==> src/jnp_pkg.sv <==
// package: instruction codes, register widths and tap states for the nvm programming port
package jnp_pkg;

    localparam int JNP_IR_W   = 6;
    localparam int JNP_MON_W  = 12;
    localparam int JNP_SIG_W  = 16;
    localparam int JNP_ID_W   = 32;
    localparam int JNP_LADR_W = 75;
    localparam int JNP_LCOL_W = 81;
    localparam int JNP_SADR_W = 4;
    localparam int JNP_SCOL_W = 41;
    localparam int JNP_LCOLS  = 8;
    localparam int JNP_SCOLS  = 16;

    // identification value is arbitrary
    localparam logic [31:0] JNP_IDCODE_VAL = 32'h0000_0001;
    localparam logic [5:0]  JNP_IR_RESET   = 6'h19;
    localparam logic [1:0]  JNP_IR_CAPTURE = 2'h1;
    localparam logic [1:0]  JNP_ACT_EDGE   = 2'h2;

    typedef enum logic [5:0] {
        JNP_EXTEST       = 6'h00,
        JNP_LA_ADDR      = 6'h01,
        JNP_LC_SHIFT     = 6'h02,
        JNP_PT_ERASE     = 6'h03,
        JNP_RT_ERASE     = 6'h04,
        JNP_LC_PROG      = 6'h05,
        JNP_LOCK_PROG    = 6'h06,
        JNP_BYPASS7      = 6'h07,
        JNP_LC_READ      = 6'h08,
        JNP_DISCHARGE    = 6'h09,
        JNP_SA_ADDR      = 6'h0a,
        JNP_SC_SHIFT     = 6'h0b,
        JNP_SA_ERASE     = 6'h0c,
        JNP_SC_PROG      = 6'h0d,
        JNP_SC_READ      = 6'h0e,
        JNP_ALL_ERASE    = 6'h16,
        JNP_PROTECT      = 6'h17,
        JNP_WRITE_ENTRY  = 6'h18,
        JNP_IDENT        = 6'h19,
        JNP_WRITE_EXIT   = 6'h1a,
        JNP_MON_SNAP     = 6'h1b,
        JNP_SAMPLE       = 6'h1c,
        JNP_SIG_ERASE    = 6'h1d,
        JNP_SIG_ACCESS   = 6'h1e,
        JNP_SIG_PROG     = 6'h1f
    } jnp_instr_t;

    typedef enum logic [3:0] {
        JNP_TLR   = 4'h0, JNP_RTI   = 4'h1, JNP_SDRS  = 4'h3, JNP_CDR   = 4'h2,
        JNP_SDR   = 4'h6, JNP_E1DR  = 4'h7, JNP_PDR   = 4'h5, JNP_E2DR  = 4'h4,
        JNP_UDR   = 4'hc, JNP_SIRS  = 4'hd, JNP_CIR   = 4'hf, JNP_SIR   = 4'he,
        JNP_E1IR  = 4'ha, JNP_PIR   = 4'hb, JNP_E2IR  = 4'h9, JNP_UIR   = 4'h8
    } jnp_tap_t;

    typedef struct packed {
        logic tck;
        logic tms;
        logic tdi;
    } jnp_pins_t;

endpackage : jnp_pkg

==> src/jnp_sync.sv <==
// two-flop synchroniser for the test port pins
`timescale 1ns/1ps
`default_nettype none
module jnp_sync
    import jnp_pkg::*;
#(
    parameter int W = 3
) (
    input  wire logic         clk,
    input  wire logic         reset_n,
    input  wire logic [W-1:0] d,
    output logic      [W-1:0] q
);
    logic [W-1:0] meta;

    always_ff @(posedge clk or negedge reset_n) begin
        if (!reset_n) begin
            meta <= '0;
            q    <= '0;
        end else begin
            meta <= d;
            q    <= meta;
        end
    end
endmodule : jnp_sync
`default_nettype wire

==> src/jnp_port.sv <==
// test-port instruction decoder and nonvolatile programming model
//
// Behaviour
// - decode 21 vendor instructions besides standard ones
// - logic address select loads address, forces protective outputs
// - logic column shift fills holding register, forces protective outputs
// - array erases act on second idle edge, write mode only
// - logic column program writes addressed column on second idle edge
// - lock program sets fuse; fuse then blocks design readback
// - logic column readback loads addressed column into register
// - discharge instruction holds outputs protected
// - setup address select loads setup address, forces protective outputs
// - setup column shift fills setup register, forces protective outputs
// - setup erase clears setup array on second idle edge
// - setup program writes addressed setup column on second idle edge
// - setup readback loads addressed setup column into register
// - whole erase clears all nonvolatile bits in write mode
// - protect instruction releases open drains, pulls gate drivers low
// - write entry enables, write exit or reset state cancels
// - ident instruction shifts identification code out
// - snapshot captures 12 monitor bits in capture-dr
// - signature erase clears signature in write mode
// - signature access loads stored signature into shift register
// - signature program stores register in write mode
// - instruction register is six bits
// - codes 011000 enter and 011010 leave write mode
// - code 011011 selects 12-bit snapshot register
// - code 011110 selects 16-bit signature register
`timescale 1ns/1ps
`default_nettype none
module jnp_port
    import jnp_pkg::*;
(
    input  wire logic                 clk,
    input  wire logic                 reset_n,
    input  wire jnp_pins_t            pins,
    input  wire logic [JNP_MON_W-1:0] supply_monitor_bit,
    output logic                      tdo,
    output logic                      tdo_oe,
    output logic                      protect_outputs,
    output logic                      write_mode,
    output logic                      readout_lock_fuse
);
    // =====================================================
    // pin sampling and test clock edges
    jnp_pins_t pins_s;
    logic      tck_d;
    logic      tck_rise;
    logic      tck_fall;

    jnp_sync #(.W(3)) u_sync (
        .clk     (clk),
        .reset_n (reset_n),
        .d       (pins),
        .q       (pins_s)
    );

    // comparator levels are asynchronous too; a bit moving at capture may land
    // on either side, which is harmless since each bit is an independent comparator
    logic [JNP_MON_W-1:0] mon_s;

    jnp_sync #(.W(JNP_MON_W)) u_mon_sync (
        .clk     (clk),
        .reset_n (reset_n),
        .d       (supply_monitor_bit),
        .q       (mon_s)
    );

    always_ff @(posedge clk or negedge reset_n) begin
        if (!reset_n) begin
            tck_d <= 1'b0;
        end else begin
            tck_d <= pins_s.tck;
        end
    end
    assign tck_rise = pins_s.tck & ~tck_d;
    assign tck_fall = ~pins_s.tck & tck_d;

    // =====================================================
    // tap state machine
    jnp_tap_t state;
    jnp_tap_t next_state;

    always_comb begin
        next_state = state;
        case (state)
            JNP_TLR:  next_state = pins_s.tms ? JNP_TLR  : JNP_RTI;
            JNP_RTI:  next_state = pins_s.tms ? JNP_SDRS : JNP_RTI;
            JNP_SDRS: next_state = pins_s.tms ? JNP_SIRS : JNP_CDR;
            JNP_CDR:  next_state = pins_s.tms ? JNP_E1DR : JNP_SDR;
            JNP_SDR:  next_state = pins_s.tms ? JNP_E1DR : JNP_SDR;
            JNP_E1DR: next_state = pins_s.tms ? JNP_UDR  : JNP_PDR;
            JNP_PDR:  next_state = pins_s.tms ? JNP_E2DR : JNP_PDR;
            JNP_E2DR: next_state = pins_s.tms ? JNP_UDR  : JNP_SDR;
            JNP_UDR:  next_state = pins_s.tms ? JNP_SDRS : JNP_RTI;
            JNP_SIRS: next_state = pins_s.tms ? JNP_TLR  : JNP_CIR;
            JNP_CIR:  next_state = pins_s.tms ? JNP_E1IR : JNP_SIR;
            JNP_SIR:  next_state = pins_s.tms ? JNP_E1IR : JNP_SIR;
            JNP_E1IR: next_state = pins_s.tms ? JNP_UIR  : JNP_PIR;
            JNP_PIR:  next_state = pins_s.tms ? JNP_E2IR : JNP_PIR;
            JNP_E2IR: next_state = pins_s.tms ? JNP_UIR  : JNP_SIR;
            JNP_UIR:  next_state = pins_s.tms ? JNP_SDRS : JNP_RTI;
            default:  next_state = JNP_TLR;
        endcase
    end

    always_ff @(posedge clk or negedge reset_n) begin
        if (!reset_n) begin
            state <= JNP_TLR;
        end else if (tck_rise) begin
            state <= next_state;
        end
    end

    // =====================================================
    // instruction register, six bits
    logic [JNP_IR_W-1:0] ir_shift;
    jnp_instr_t          instr;

    // codes missing from the table fall back to bypass rather than an unnamed enum value
    function automatic jnp_instr_t decode_instr(input logic [JNP_IR_W-1:0] code);
        if (code inside {[JNP_EXTEST:JNP_SC_READ], [JNP_ALL_ERASE:JNP_SIG_PROG]}) begin
            decode_instr = jnp_instr_t'(code);
        end else begin
            decode_instr = JNP_BYPASS7;
        end
    endfunction

    always_ff @(posedge clk or negedge reset_n) begin
        if (!reset_n) begin
            ir_shift <= '0;
            instr    <= JNP_IDENT;
        end else if (tck_rise) begin
            if (state == JNP_TLR) begin
                instr <= JNP_IDENT;
            end else if (state == JNP_CIR) begin
                ir_shift <= {4'h0, JNP_IR_CAPTURE};
            end else if (state == JNP_SIR) begin
                ir_shift <= {pins_s.tdi, ir_shift[JNP_IR_W-1:1]};
            end else if (state == JNP_UIR) begin
                instr <= decode_instr(ir_shift);
            end
        end
    end

    // instructions that put outputs into the protective condition
    function automatic logic is_protecting(input jnp_instr_t i);
        case (i)
            JNP_LA_ADDR,
            JNP_LC_SHIFT,
            JNP_PT_ERASE,
            JNP_RT_ERASE,
            JNP_LC_PROG,
            JNP_LOCK_PROG,
            JNP_LC_READ,
            JNP_DISCHARGE,
            JNP_SA_ADDR,
            JNP_SC_SHIFT,
            JNP_SA_ERASE,
            JNP_SC_PROG,
            JNP_SC_READ,
            JNP_ALL_ERASE,
            JNP_PROTECT,
            JNP_WRITE_ENTRY,
            JNP_SIG_ERASE,
            JNP_SIG_PROG:    is_protecting = 1'b1;
            default:         is_protecting = 1'b0;
        endcase
    endfunction

    // =====================================================
    // write mode and protective condition; both applied after update-ir
    always_ff @(posedge clk or negedge reset_n) begin
        if (!reset_n) begin
            write_mode      <= 1'b0;
            protect_outputs <= 1'b0;
        end else if (tck_rise) begin
            if (state == JNP_TLR) begin
                write_mode      <= 1'b0;
                protect_outputs <= 1'b0;
            end else if (state == JNP_UIR) begin
                if (ir_shift == JNP_WRITE_ENTRY) begin
                    write_mode <= 1'b1;
                end else if (ir_shift == JNP_WRITE_EXIT) begin
                    write_mode      <= 1'b0;
                    protect_outputs <= 1'b0;
                end
                // protective instructions latch it; only exit or reset releases it
                if (is_protecting(decode_instr(ir_shift))) begin
                    protect_outputs <= 1'b1;
                end
            end
        end
    end

    // =====================================================
    // idle edge counter: actions fire on the second rising edge in run-test/idle
    logic [1:0] idle_cnt;
    logic       act;

    always_ff @(posedge clk or negedge reset_n) begin
        if (!reset_n) begin
            idle_cnt <= '0;
        end else if (tck_rise) begin
            if (state != JNP_RTI) begin
                idle_cnt <= '0;
            end else if (idle_cnt != JNP_ACT_EDGE) begin
                idle_cnt <= idle_cnt + 2'h1;
            end
        end
    end
    assign act = tck_rise && state == JNP_RTI && idle_cnt == (JNP_ACT_EDGE - 2'h1) && write_mode;

    // =====================================================
    // nonvolatile storage model and data registers
    logic [JNP_LCOL_W-1:0] logic_col   [JNP_LCOLS];
    logic [JNP_SCOL_W-1:0] setup_col   [JNP_SCOLS];
    logic [JNP_SIG_W-1:0]  user_signature;
    logic [JNP_LADR_W-1:0] la_addr;
    logic [JNP_LCOL_W-1:0] lc_data;
    logic [JNP_SADR_W-1:0] sa_addr;
    logic [JNP_SCOL_W-1:0] sc_data;
    logic [JNP_MON_W-1:0]  supply_monitor_snapshot;
    logic [JNP_SIG_W-1:0]  user_signature_shift;
    logic [JNP_ID_W-1:0]   id_shift;
    logic                  bypass_bit;
    logic [2:0]            la_idx;

    assign la_idx = la_addr[2:0];

    always_ff @(posedge clk or negedge reset_n) begin
        if (!reset_n) begin
            for (int i = 0; i < JNP_LCOLS; i++) begin
                logic_col[i] <= '0;
            end
            for (int i = 0; i < JNP_SCOLS; i++) begin
                setup_col[i] <= '0;
            end
            user_signature    <= '0;
            readout_lock_fuse <= 1'b0;
        end else if (act) begin
            case (instr)
                JNP_PT_ERASE, JNP_RT_ERASE: begin
                    for (int i = 0; i < JNP_LCOLS; i++) begin
                        logic_col[i] <= '0;
                    end
                end
                JNP_LC_PROG:   logic_col[la_idx] <= lc_data;
                JNP_LOCK_PROG: readout_lock_fuse <= 1'b1;
                JNP_SA_ERASE: begin
                    for (int i = 0; i < JNP_SCOLS; i++) begin
                        setup_col[i] <= '0;
                    end
                end
                JNP_SC_PROG: setup_col[sa_addr] <= sc_data;
                JNP_ALL_ERASE: begin
                    for (int i = 0; i < JNP_LCOLS; i++) begin
                        logic_col[i] <= '0;
                    end
                    for (int i = 0; i < JNP_SCOLS; i++) begin
                        setup_col[i] <= '0;
                    end
                    user_signature    <= '0;
                    readout_lock_fuse <= 1'b0;
                end
                JNP_SIG_ERASE: user_signature <= '0;
                JNP_SIG_PROG:  user_signature <= user_signature_shift;
                default: ;
            endcase
        end
    end

    // capture and shift of the selected data register
    always_ff @(posedge clk or negedge reset_n) begin
        if (!reset_n) begin
            la_addr                 <= '0;
            lc_data                 <= '0;
            sa_addr                 <= '0;
            sc_data                 <= '0;
            supply_monitor_snapshot <= '0;
            user_signature_shift    <= '0;
            id_shift                <= '0;
            bypass_bit              <= 1'b0;
        end else if (tck_rise) begin
            if (state == JNP_CDR) begin
                bypass_bit <= 1'b0;
                case (instr)
                    JNP_IDENT:    id_shift <= JNP_IDCODE_VAL;
                    JNP_MON_SNAP: supply_monitor_snapshot <= mon_s;
                    // lock fuse hides stored design from readback
                    JNP_LC_READ:  lc_data <= readout_lock_fuse ? '0 : logic_col[la_idx];
                    JNP_SC_READ:  sc_data <= readout_lock_fuse ? '0 : setup_col[sa_addr];
                    JNP_SIG_ACCESS: user_signature_shift <= user_signature;
                    default: ;
                endcase
            end else if (state == JNP_SDR) begin
                case (instr)
                    JNP_LA_ADDR:  la_addr <= {pins_s.tdi, la_addr[JNP_LADR_W-1:1]};
                    JNP_LC_SHIFT, JNP_LC_READ: lc_data <= {pins_s.tdi, lc_data[JNP_LCOL_W-1:1]};
                    JNP_SA_ADDR:  sa_addr <= {pins_s.tdi, sa_addr[JNP_SADR_W-1:1]};
                    JNP_SC_SHIFT, JNP_SC_READ: sc_data <= {pins_s.tdi, sc_data[JNP_SCOL_W-1:1]};
                    JNP_MON_SNAP: supply_monitor_snapshot <= {pins_s.tdi, supply_monitor_snapshot[JNP_MON_W-1:1]};
                    JNP_SIG_ACCESS: user_signature_shift <= {pins_s.tdi, user_signature_shift[JNP_SIG_W-1:1]};
                    JNP_IDENT:    id_shift <= {pins_s.tdi, id_shift[JNP_ID_W-1:1]};
                    default:      bypass_bit <= pins_s.tdi;
                endcase
            end
        end
    end

    // =====================================================
    // test data out changes on falling test clock edge
    logic next_tdo;

    always_comb begin
        next_tdo = bypass_bit;
        if (state == JNP_SIR) begin
            next_tdo = ir_shift[0];
        end else begin
            case (instr)
                JNP_LA_ADDR:               next_tdo = la_addr[0];
                JNP_LC_SHIFT, JNP_LC_READ: next_tdo = lc_data[0];
                JNP_SA_ADDR:               next_tdo = sa_addr[0];
                JNP_SC_SHIFT, JNP_SC_READ: next_tdo = sc_data[0];
                JNP_MON_SNAP:              next_tdo = supply_monitor_snapshot[0];
                JNP_SIG_ACCESS:            next_tdo = user_signature_shift[0];
                JNP_IDENT:                 next_tdo = id_shift[0];
                default:                   next_tdo = bypass_bit;
            endcase
        end
    end

    always_ff @(posedge clk or negedge reset_n) begin
        if (!reset_n) begin
            tdo    <= 1'b0;
            tdo_oe <= 1'b0;
        end else if (tck_fall) begin
            tdo    <= next_tdo;
            tdo_oe <= (state == JNP_SDR) || (state == JNP_SIR);
        end
    end
endmodule : jnp_port
`default_nettype wire

==> config.mk <==
export PLATFORM = sky130hd
export DESIGN_NAME = jnp_port
export DESIGN_NICKNAME = d
export VERILOG_FILES = /design/src/jnp_pkg.sv /design/src/jnp_sync.sv /design/src/jnp_port.sv
export SDC_FILE = /design/constraint.sdc
export NUM_CORES = 2
export LEC_CHECK = 0
export BUFFER_PORTS_ARGS = -buffer_cell sky130_fd_sc_hd__buf_2
export CORE_UTILIZATION = 57
export CTS_CLUSTER_SIZE = 8
export DETAILED_ROUTE_END_ITERATION = 16
export PLACE_DENSITY = 0.75
export SLEW_MARGIN = 15
export SYNTH_ARGS = -nofsm -noshare
export SYNTH_HDL_FRONTEND = slang
export SYNTH_SLANG_ARGS = --single-unit
==> constraint.sdc <==
create_clock -name clk -period 2.1 [get_ports clk]
set_input_delay 0.315 -clock clk [delete_from_list [all_inputs] [get_ports clk]]
set_output_delay 0.315 -clock clk [all_outputs]
set_load 0.005 [all_outputs]
# Word-level counts from Yosys, hierarchy flattened
# Memories as Yosys holds them, arrays and structs flattened.
# Cells that the tools add are included.
word_totals:
  ff_bits: 1636
  romBits: 32
  in_bits: 17
  output_inout_bits: 5
  wordCells: 236
  memories: 1
memory_table:
  columns: ["memory", "depth", "word_bits", "rd", "rd_clocked_by_memory_dff", "wr", "line_no", "rtl"]
  rows:
  - ["(name not given)", 32, 1, 1, 0, 0, "jnp_port.sv:148", "case (i)"]
classes:
  n_addsub: 1
  magnitude_cmp: 8
  n_eq_ne: 44
  mux: 79
  n_bitwise: 8
  reduce_logical: 48
ops:
  columns: ["op", "n"]
  rows:
  - ["656-bit case mux with 2 select lines", 1]
  - ["648-bit case mux with 2 select lines", 1]
  - ["656-bit bitwise mux", 1]
  - ["648-bit bitwise mux", 1]
  - ["81-bit two-way mux", 8]
  - ["41-bit two-way mux", 8]
  - ["81-bit binary-select mux with 3-bit select", 1]
  - ["81-bit demux with 3-bit select", 1]
  - ["41-bit binary-select mux with 4-bit select", 1]
  - ["41-bit demux with 4-bit select", 1]
  - ["32-bit two-way mux", 4]
  - ["16-bit two-way mux", 4]
  - ["6-bit two-way mux", 9]
  - ["6-bit by 5-bit == test with 1-bit output (second input constant)", 8]
  - ["12-bit two-way mux", 4]
  - ["4-bit case mux with 12 select lines", 1]
  - ["6-bit by 4-bit == test with 1-bit output (second input constant)", 6]
  - ["4-bit == test (second input constant)", 8]
  - ["16-bit case mux with 2 select lines", 1]
  - ["4-bit AND reduction", 6]
  - ["2-bit nonzero test", 11]
  - ["1-bit two-way mux", 19]
  - ["6-bit by 3-bit == test with 1-bit output (second input constant)", 3]
  - ["3-bit AND reduction", 6]
  - ["36 further kinds", 74]

# Longest topological paths before layout
# An unclocked memory read counts as a cell.
depth:
  depth_word: 15
  depth_mapped: 10
  ltp_nobuf: 7

# Cells and area by module
# A second synthesis with hierarchy kept.
hier_totals:
  hier_cells: 6139
  area_unflattened_um2: 69726.9
modules_own_cells:
  columns: ["mod", "n_inst", "cells_per_inst", "area_each_um2"]
  rows:
  - ["jnp_port", 1, 6109, 68976.2]
  - ["jnp_sync at u_mon_sync", 1, 24, 600.6]
  - ["jnp_sync at u_sync", 1, 6, 150.1]

# Worst setup path after synthesis
# OpenSTA, ideal clock, no wires.
synth_path:
  path_type: "reg-to-reg"
  start: "register la_addr[2]"
  end: "register lc_data[14]"
  setup_ns: 0.137
  arrival_ns: 2.049
  required_ns: 1.963
  slack_ns: -0.086
  stages_incl_launch_ff: 9
  n_path_buf: 3
  synth_period_minus_slack_ns: 2.186
  path_cell_list: "dfrtp_1 clkbuf_1 buf_2 buf_1 mux2_2 a221oi_1 nor2_1 a221oi_1 a21oi_1"
synth_between:
  elab_chain_cells: 7
synth_rtl:
  columns: ["item", "line_no", "rtl"]
  rows:
  - ["start: declaration", "jnp_port.sv:219", "logic [JNP_LADR_W-1:0] la_addr;"]
  - ["start signal: assignment", "jnp_port.sv:298", "JNP_LA_ADDR: la_addr <= {pins_s.tdi, la_addr[JNP_LADR_W-1:1]};"]
  - ["3-bit inverter with 4-bit output (implied by the code)", "jnp_port.sv:291", "JNP_LC_READ: lc_data <= readout_lock_fuse ? '0 : logic_col[la_idx];"]
  - ["81-bit binary-select mux with 3-bit select", "jnp_port.sv:291", null]
  - ["81-bit two-way mux (implied by the code) (2 in a row)", "jnp_port.sv:291", null]
  - ["81-bit two-way mux", "jnp_port.sv:291", null]
  - ["81-bit two-way mux", "jnp_port.sv:287", "case (instr)"]
  - ["81-bit two-way mux", "jnp_port.sv:285", "if (state == JNP_CDR) begin"]
  - ["end signal: assignment", "jnp_port.sv:291", null]
  - ["end signal: assignment", "jnp_port.sv:299", "JNP_LC_SHIFT, JNP_LC_READ: lc_data <= {pins_s.tdi, lc_data[JNP_LCOL_W-1:1]};"]
  - ["end: declaration", "jnp_port.sv:220", "logic [JNP_LCOL_W-1:0] lc_data;"]
# No other way between the ends. The select of a mux whose other input is x is not followed.
# A chain may end at the register's enable or synchronous reset.

# Worst setup path after layout
layout_path:
  start: "register instr[3]"
  end: "register setup_col[646] in the netlist's numbering"
layout_between:
  elab_chain_cells: 4
  word_cells_on_any_way: 7
layout_rtl:
  columns: ["item", "line_no", "rtl"]
  rows:
  - ["start: declaration", "jnp_port.sv:118", "jnp_instr_t instr;"]
  - ["start signal: assignment", "jnp_port.sv:141", "instr <= decode_instr(ir_shift);"]
  - ["6-bit by 5-bit == test with 1-bit output / 6-bit by 4-bit == test with 1-bit output (equally long branches)", "jnp_port.sv:242", "case (instr)"]
  - ["2-bit OR reduction (no source line)", null, null]
  - ["2-bit nonzero test (no source line)", null, null]
  - ["2-bit AND reduction (no source line)", null, null]
  - ["end signal: indexed assignment", "jnp_port.sv:255", "JNP_SC_PROG: setup_col[sa_addr] <= sc_data;"]
  - ["end: declaration", "jnp_port.sv:217", "logic [JNP_SCOL_W-1:0] setup_col [JNP_SCOLS];"]
# Several ways; a longest one is shown, not always the timed one.

==> key figures <==
Run status
  – Outcome: finished, violations left
  – Failing checks: negative setup slack

Worst setup path
  – R2R Setup Slk: -0.31 ns
  – Top delay family on crit path: simple AND/OR/NAND/NOR gates
  – CP max stage delay: 0.54 ns
  – CP Data Required Time: 2.85 ns
  – Critical path peak fanout: 12
  – Slowest CP cell: dfstp_2
  – Worst r2r src: instr[3]$_DFFE_PN1P_
  – Reg2Reg Depth: 8
  – Setup crit end kind: flip-flop
  – Reg-to-reg critical path endpoint: setup_col[646]$_DFFE_PN0P_
  – Critical path cell sequence: or3b_4 > a21oi_4 > nand2_4 > buf_12 > nor4_4 > buf_6 > clkbuf_16 > a32o_1
  – CP arrival: 3.16 ns
  – Buf/Inv on CP: 3
  – Crit path kind: reg2reg
  – Startpoint types: flip-flop

Pwr
  – Internal cell power: 52560 uW
  – Share of total power in combinational logic: 6.9%
  – Worst VDD drop: 983.7 uV
  – Reg power frac: 47.4%
  – Leak Pwr: 0.03660 uW
  – Sw frac: 24.43%
  – Net Sw Power: 16990 uW
  – PwrDens: 800.7 mW/mm^2
  – Clk network pwr share: 45.7%

Cells and area
  – Reg area: 0.04096 mm^2
  – Multi-input gate area: 0.02819 mm^2
  – Most frequent cells in the layout: 1626 x dfrtp_1, 731 x a32o_1, 549 x o2bb2ai_1
  – Commonest non-fill, non-tap cell in the layout: dfrtp_1
  – Synth-to-Final Area Change: 21.46%
  – # nets final: 5823
  – Post-layout instance area: 0.08686 mm^2
  – Layout cells sized above 1: 23.47%
  – Fillers: 7855
  – Final core occ: 69.98%

Global routing
  – GRT busiest layer: met2
  – Pin count of the biggest net entering global routing: 90
  – Overflow after GRT: 0
  – GR Layer Usage met2: 56.11%
  – First-pass GRT wire length: 349900 um
  – Met3 Use GR: 8.246%
  – Number of global-route vias before repair: 57990
  – All-layer global routing usage: 35.81%
  – Met1 Usage GRT: 46.46%
  – Initial antenna violation count: 4

Logic synthesis
  – Post-synth EDFFs: 0
  – Syn_nets: 5555
  – Sequential fraction of the synthesis area: 57.25%
  – Mapped Area: 0.07151 mm^2
  – Top_reg_cell synth: dfrtp_1
  – Synth top area cells: dfrtp_1 57%, a32o_1 10%, o2bb2ai_1 7.0%, mux4_2 6.3%, nand2_1 2.1%
  – Yosys top cell area share: 57.14%
  – Dominant cell type by area after synthesis: dfrtp_1
  – Ys async rst share: 100.0%
  – Cell count after synthesis: 5536
  – Unique cell type count in the Yosys netlist: 80
  – #FFs+latches synth: 1636
  – Syn Area/Cell: 12.92 um^2
  – Yosys warns: 0

Timing
  – Final setup viols: 1489
  – Fin crit period: 2.411 ns
  – Worst-Margin Slew: 0.6288 ns
  – Setup ws final: -0.3106 ns
  – Hold Fails Final Rpt: 0
  – RSZ-0062 raised after global routing: true
  – Crit share post-route: 114.8%
  – Slew Viols, Final: 0
  – F_max: 414.8 MHz
  – Fin Hold WS: 0.05701 ns
  – Slew HR: 58.08%
  – Setup Skew: 0.06222 ns

Route
  – Via-per-instance ratio: 7.627
  – Routed WL: 236200 um
  – DRC viols: 0
  – Vias: 56950
  – Number of DRC markers in iteration 0: 8217
  – Routed Antenna Nets: 0
  – Avg WL per Cell: 31.63 um
  – Pre-antenna DRT Iters: 8

Die
  – Initial core utilization: 57.62%
  – IO Pins: 22
  – FP Rows: 129
  – Die Y: 356.2 um
  – Die ar.: 0.1269 mm^2
  – Core area: 0.1241 mm^2
  – Die X: 356.2 um

Placement
  – DP Wirelength: 129600 um
  – Post-DP Area: 0.07833 mm^2
  – Number of I/O port buffers: 21
  – RePlAce Congestion: 0.8733
  – DP Worst Slack: -0.3193 ns

Clocking
  – Clock slew at reported path FFs: 0.05 ns
  – Worst-case clock buffer depth: 3
  – CTS root buf: clkbuf_16
  – CTS tree: yes
  – CTS Sinks: 1636
  – H-tree depth: 4
  – CTS buffer count: 222
  – Clk_lat worst skew: 0.84 ns

Worst hold path
  – Hold Crit Class: in2async

Job
  – Max_cap viols: 0
==> through the flow <==
stage	TNS, ns	std cells	total power [uW]
2_1_floorplan	-12.62	5536	35320
3_3_place_gp	-119.50	7093	37540
3_5_place_dp	-178.71	7093	37710
4_1_cts	-186.40	7386	69270
5_1_grt	-356.06	7467	71330
6_report	-297.73	7467	69550
==> routing by layer <==
| metal | vias up | part of all wire [%] |
|---|---|---|
| met4 | 10 | 6.9 |
| li1 | 22430 | - |
| met3 | 1170 | 11 |
| met1 | 29130 | 35 |
| met5 | - | 0.053 |
| met2 | 4217 | 46 |
==> cells in the mapped netlist, types with 14 or more instances <==
master and count:
a21oi_1 123, a221oi_1 69, a22o_1 87, a22oi_1 103, a31oi_1 75, a32o_1 735
buf_1 21, buf_2 187, buf_4 23, buf_6 23, clkbuf_1 403, dfrtp_1 1633
inv_1 25, mux2_2 120, mux2i_1 72, mux4_2 200, nand2_1 408, nand2b_1 22
nor2_1 219, nor2b_1 16, nor3_1 14, o21ai_0 146, o221ai_1 24, o22a_1 27
o22ai_1 16, o2bb2ai_1 573
==> power by group through the flow <==
stage / Combinational (uW) / Sequential [uW] / Clock, uW
5_1_grt: 5210 / 33000 / 33100
3_3_place_gp: 4180 / 33400 / 0
3_5_place_dp: 4330 / 33400 / 0
6_report: 4820 / 33000 / 31800
2_1_floorplan: 2270 / 33000 / 0
4_1_cts: 4550 / 32900 / 31800
==> repair_timing <==
item,4_1_cts,5_1_grt
hold buffers,16,0
hold endpoints to repair,667,0
gates resized for setup,65,61
pin swaps,44,103
setup endpoints to repair,1444,1514
cloned,12,40
buffers inserted,16,41
==> worst max-delay path by stage <==
stage                               startpoint                         end  cells past startpoint
after floorplan           instr[3]$_DFFE_PN1P_  setup_col[215]$_DFFE_PN0P_                      7
after global placement    instr[3]$_DFFE_PN1P_   setup_col[63]$_DFFE_PN0P_                      8
after detailed placement  instr[3]$_DFFE_PN1P_   setup_col[77]$_DFFE_PN0P_                      8
after CTS                 instr[3]$_DFFE_PN1P_  setup_col[266]$_DFFE_PN0P_                      8
after global routing      instr[3]$_DFFE_PN1P_  setup_col[237]$_DFFE_PN0P_                      8
final                     instr[3]$_DFFE_PN1P_  setup_col[646]$_DFFE_PN0P_                      8
==> registers in the layout (all words and copies together), names as in the netlist, 6 cells and up <==
name / cells
lc_data: 81
la_addr: 75
u_mon_sync.meta: 12
sc_data: 41
user_signature: 16
u_mon_sync.q: 12
logic_col: 648
id_shift: 32
setup_col: 656
instr: 6
user_signature_shift: 16
ir_shift: 6
supply_monitor_snapshot: 12
==> cells by family (layout without fill, tap and decap cells) <==
logic type	Yosys count	count (layout)	share of synthesized area, %
AO/OA/AOI/OAI	2065	2065	24.65
flip-flops	1636	1636	57.25
AND/OR/NAND/NOR	753	753	4.516
buffers and inverters	684	977	4.297
multiplexers	394	394	9.228
adder cells (fa/ha/maj)	2	2	0.03499
XOR/XNOR	2	2	0.02450
other	0	1	0
==> final cells by class <==
type / instances / share of cell area, %
inverter: 25 / 0.1080
tap: 1637 / 2.358
clock buffer: 240 / 6.558
timing repair buffer: 703 / 11.17
sequential: 1636 / 47.16
antenna: 1 / 0.002881
clock inverter: 9 / 0.1829
multi-input combinational: 3216 / 32.46
(Power assumes the default switching activity.)
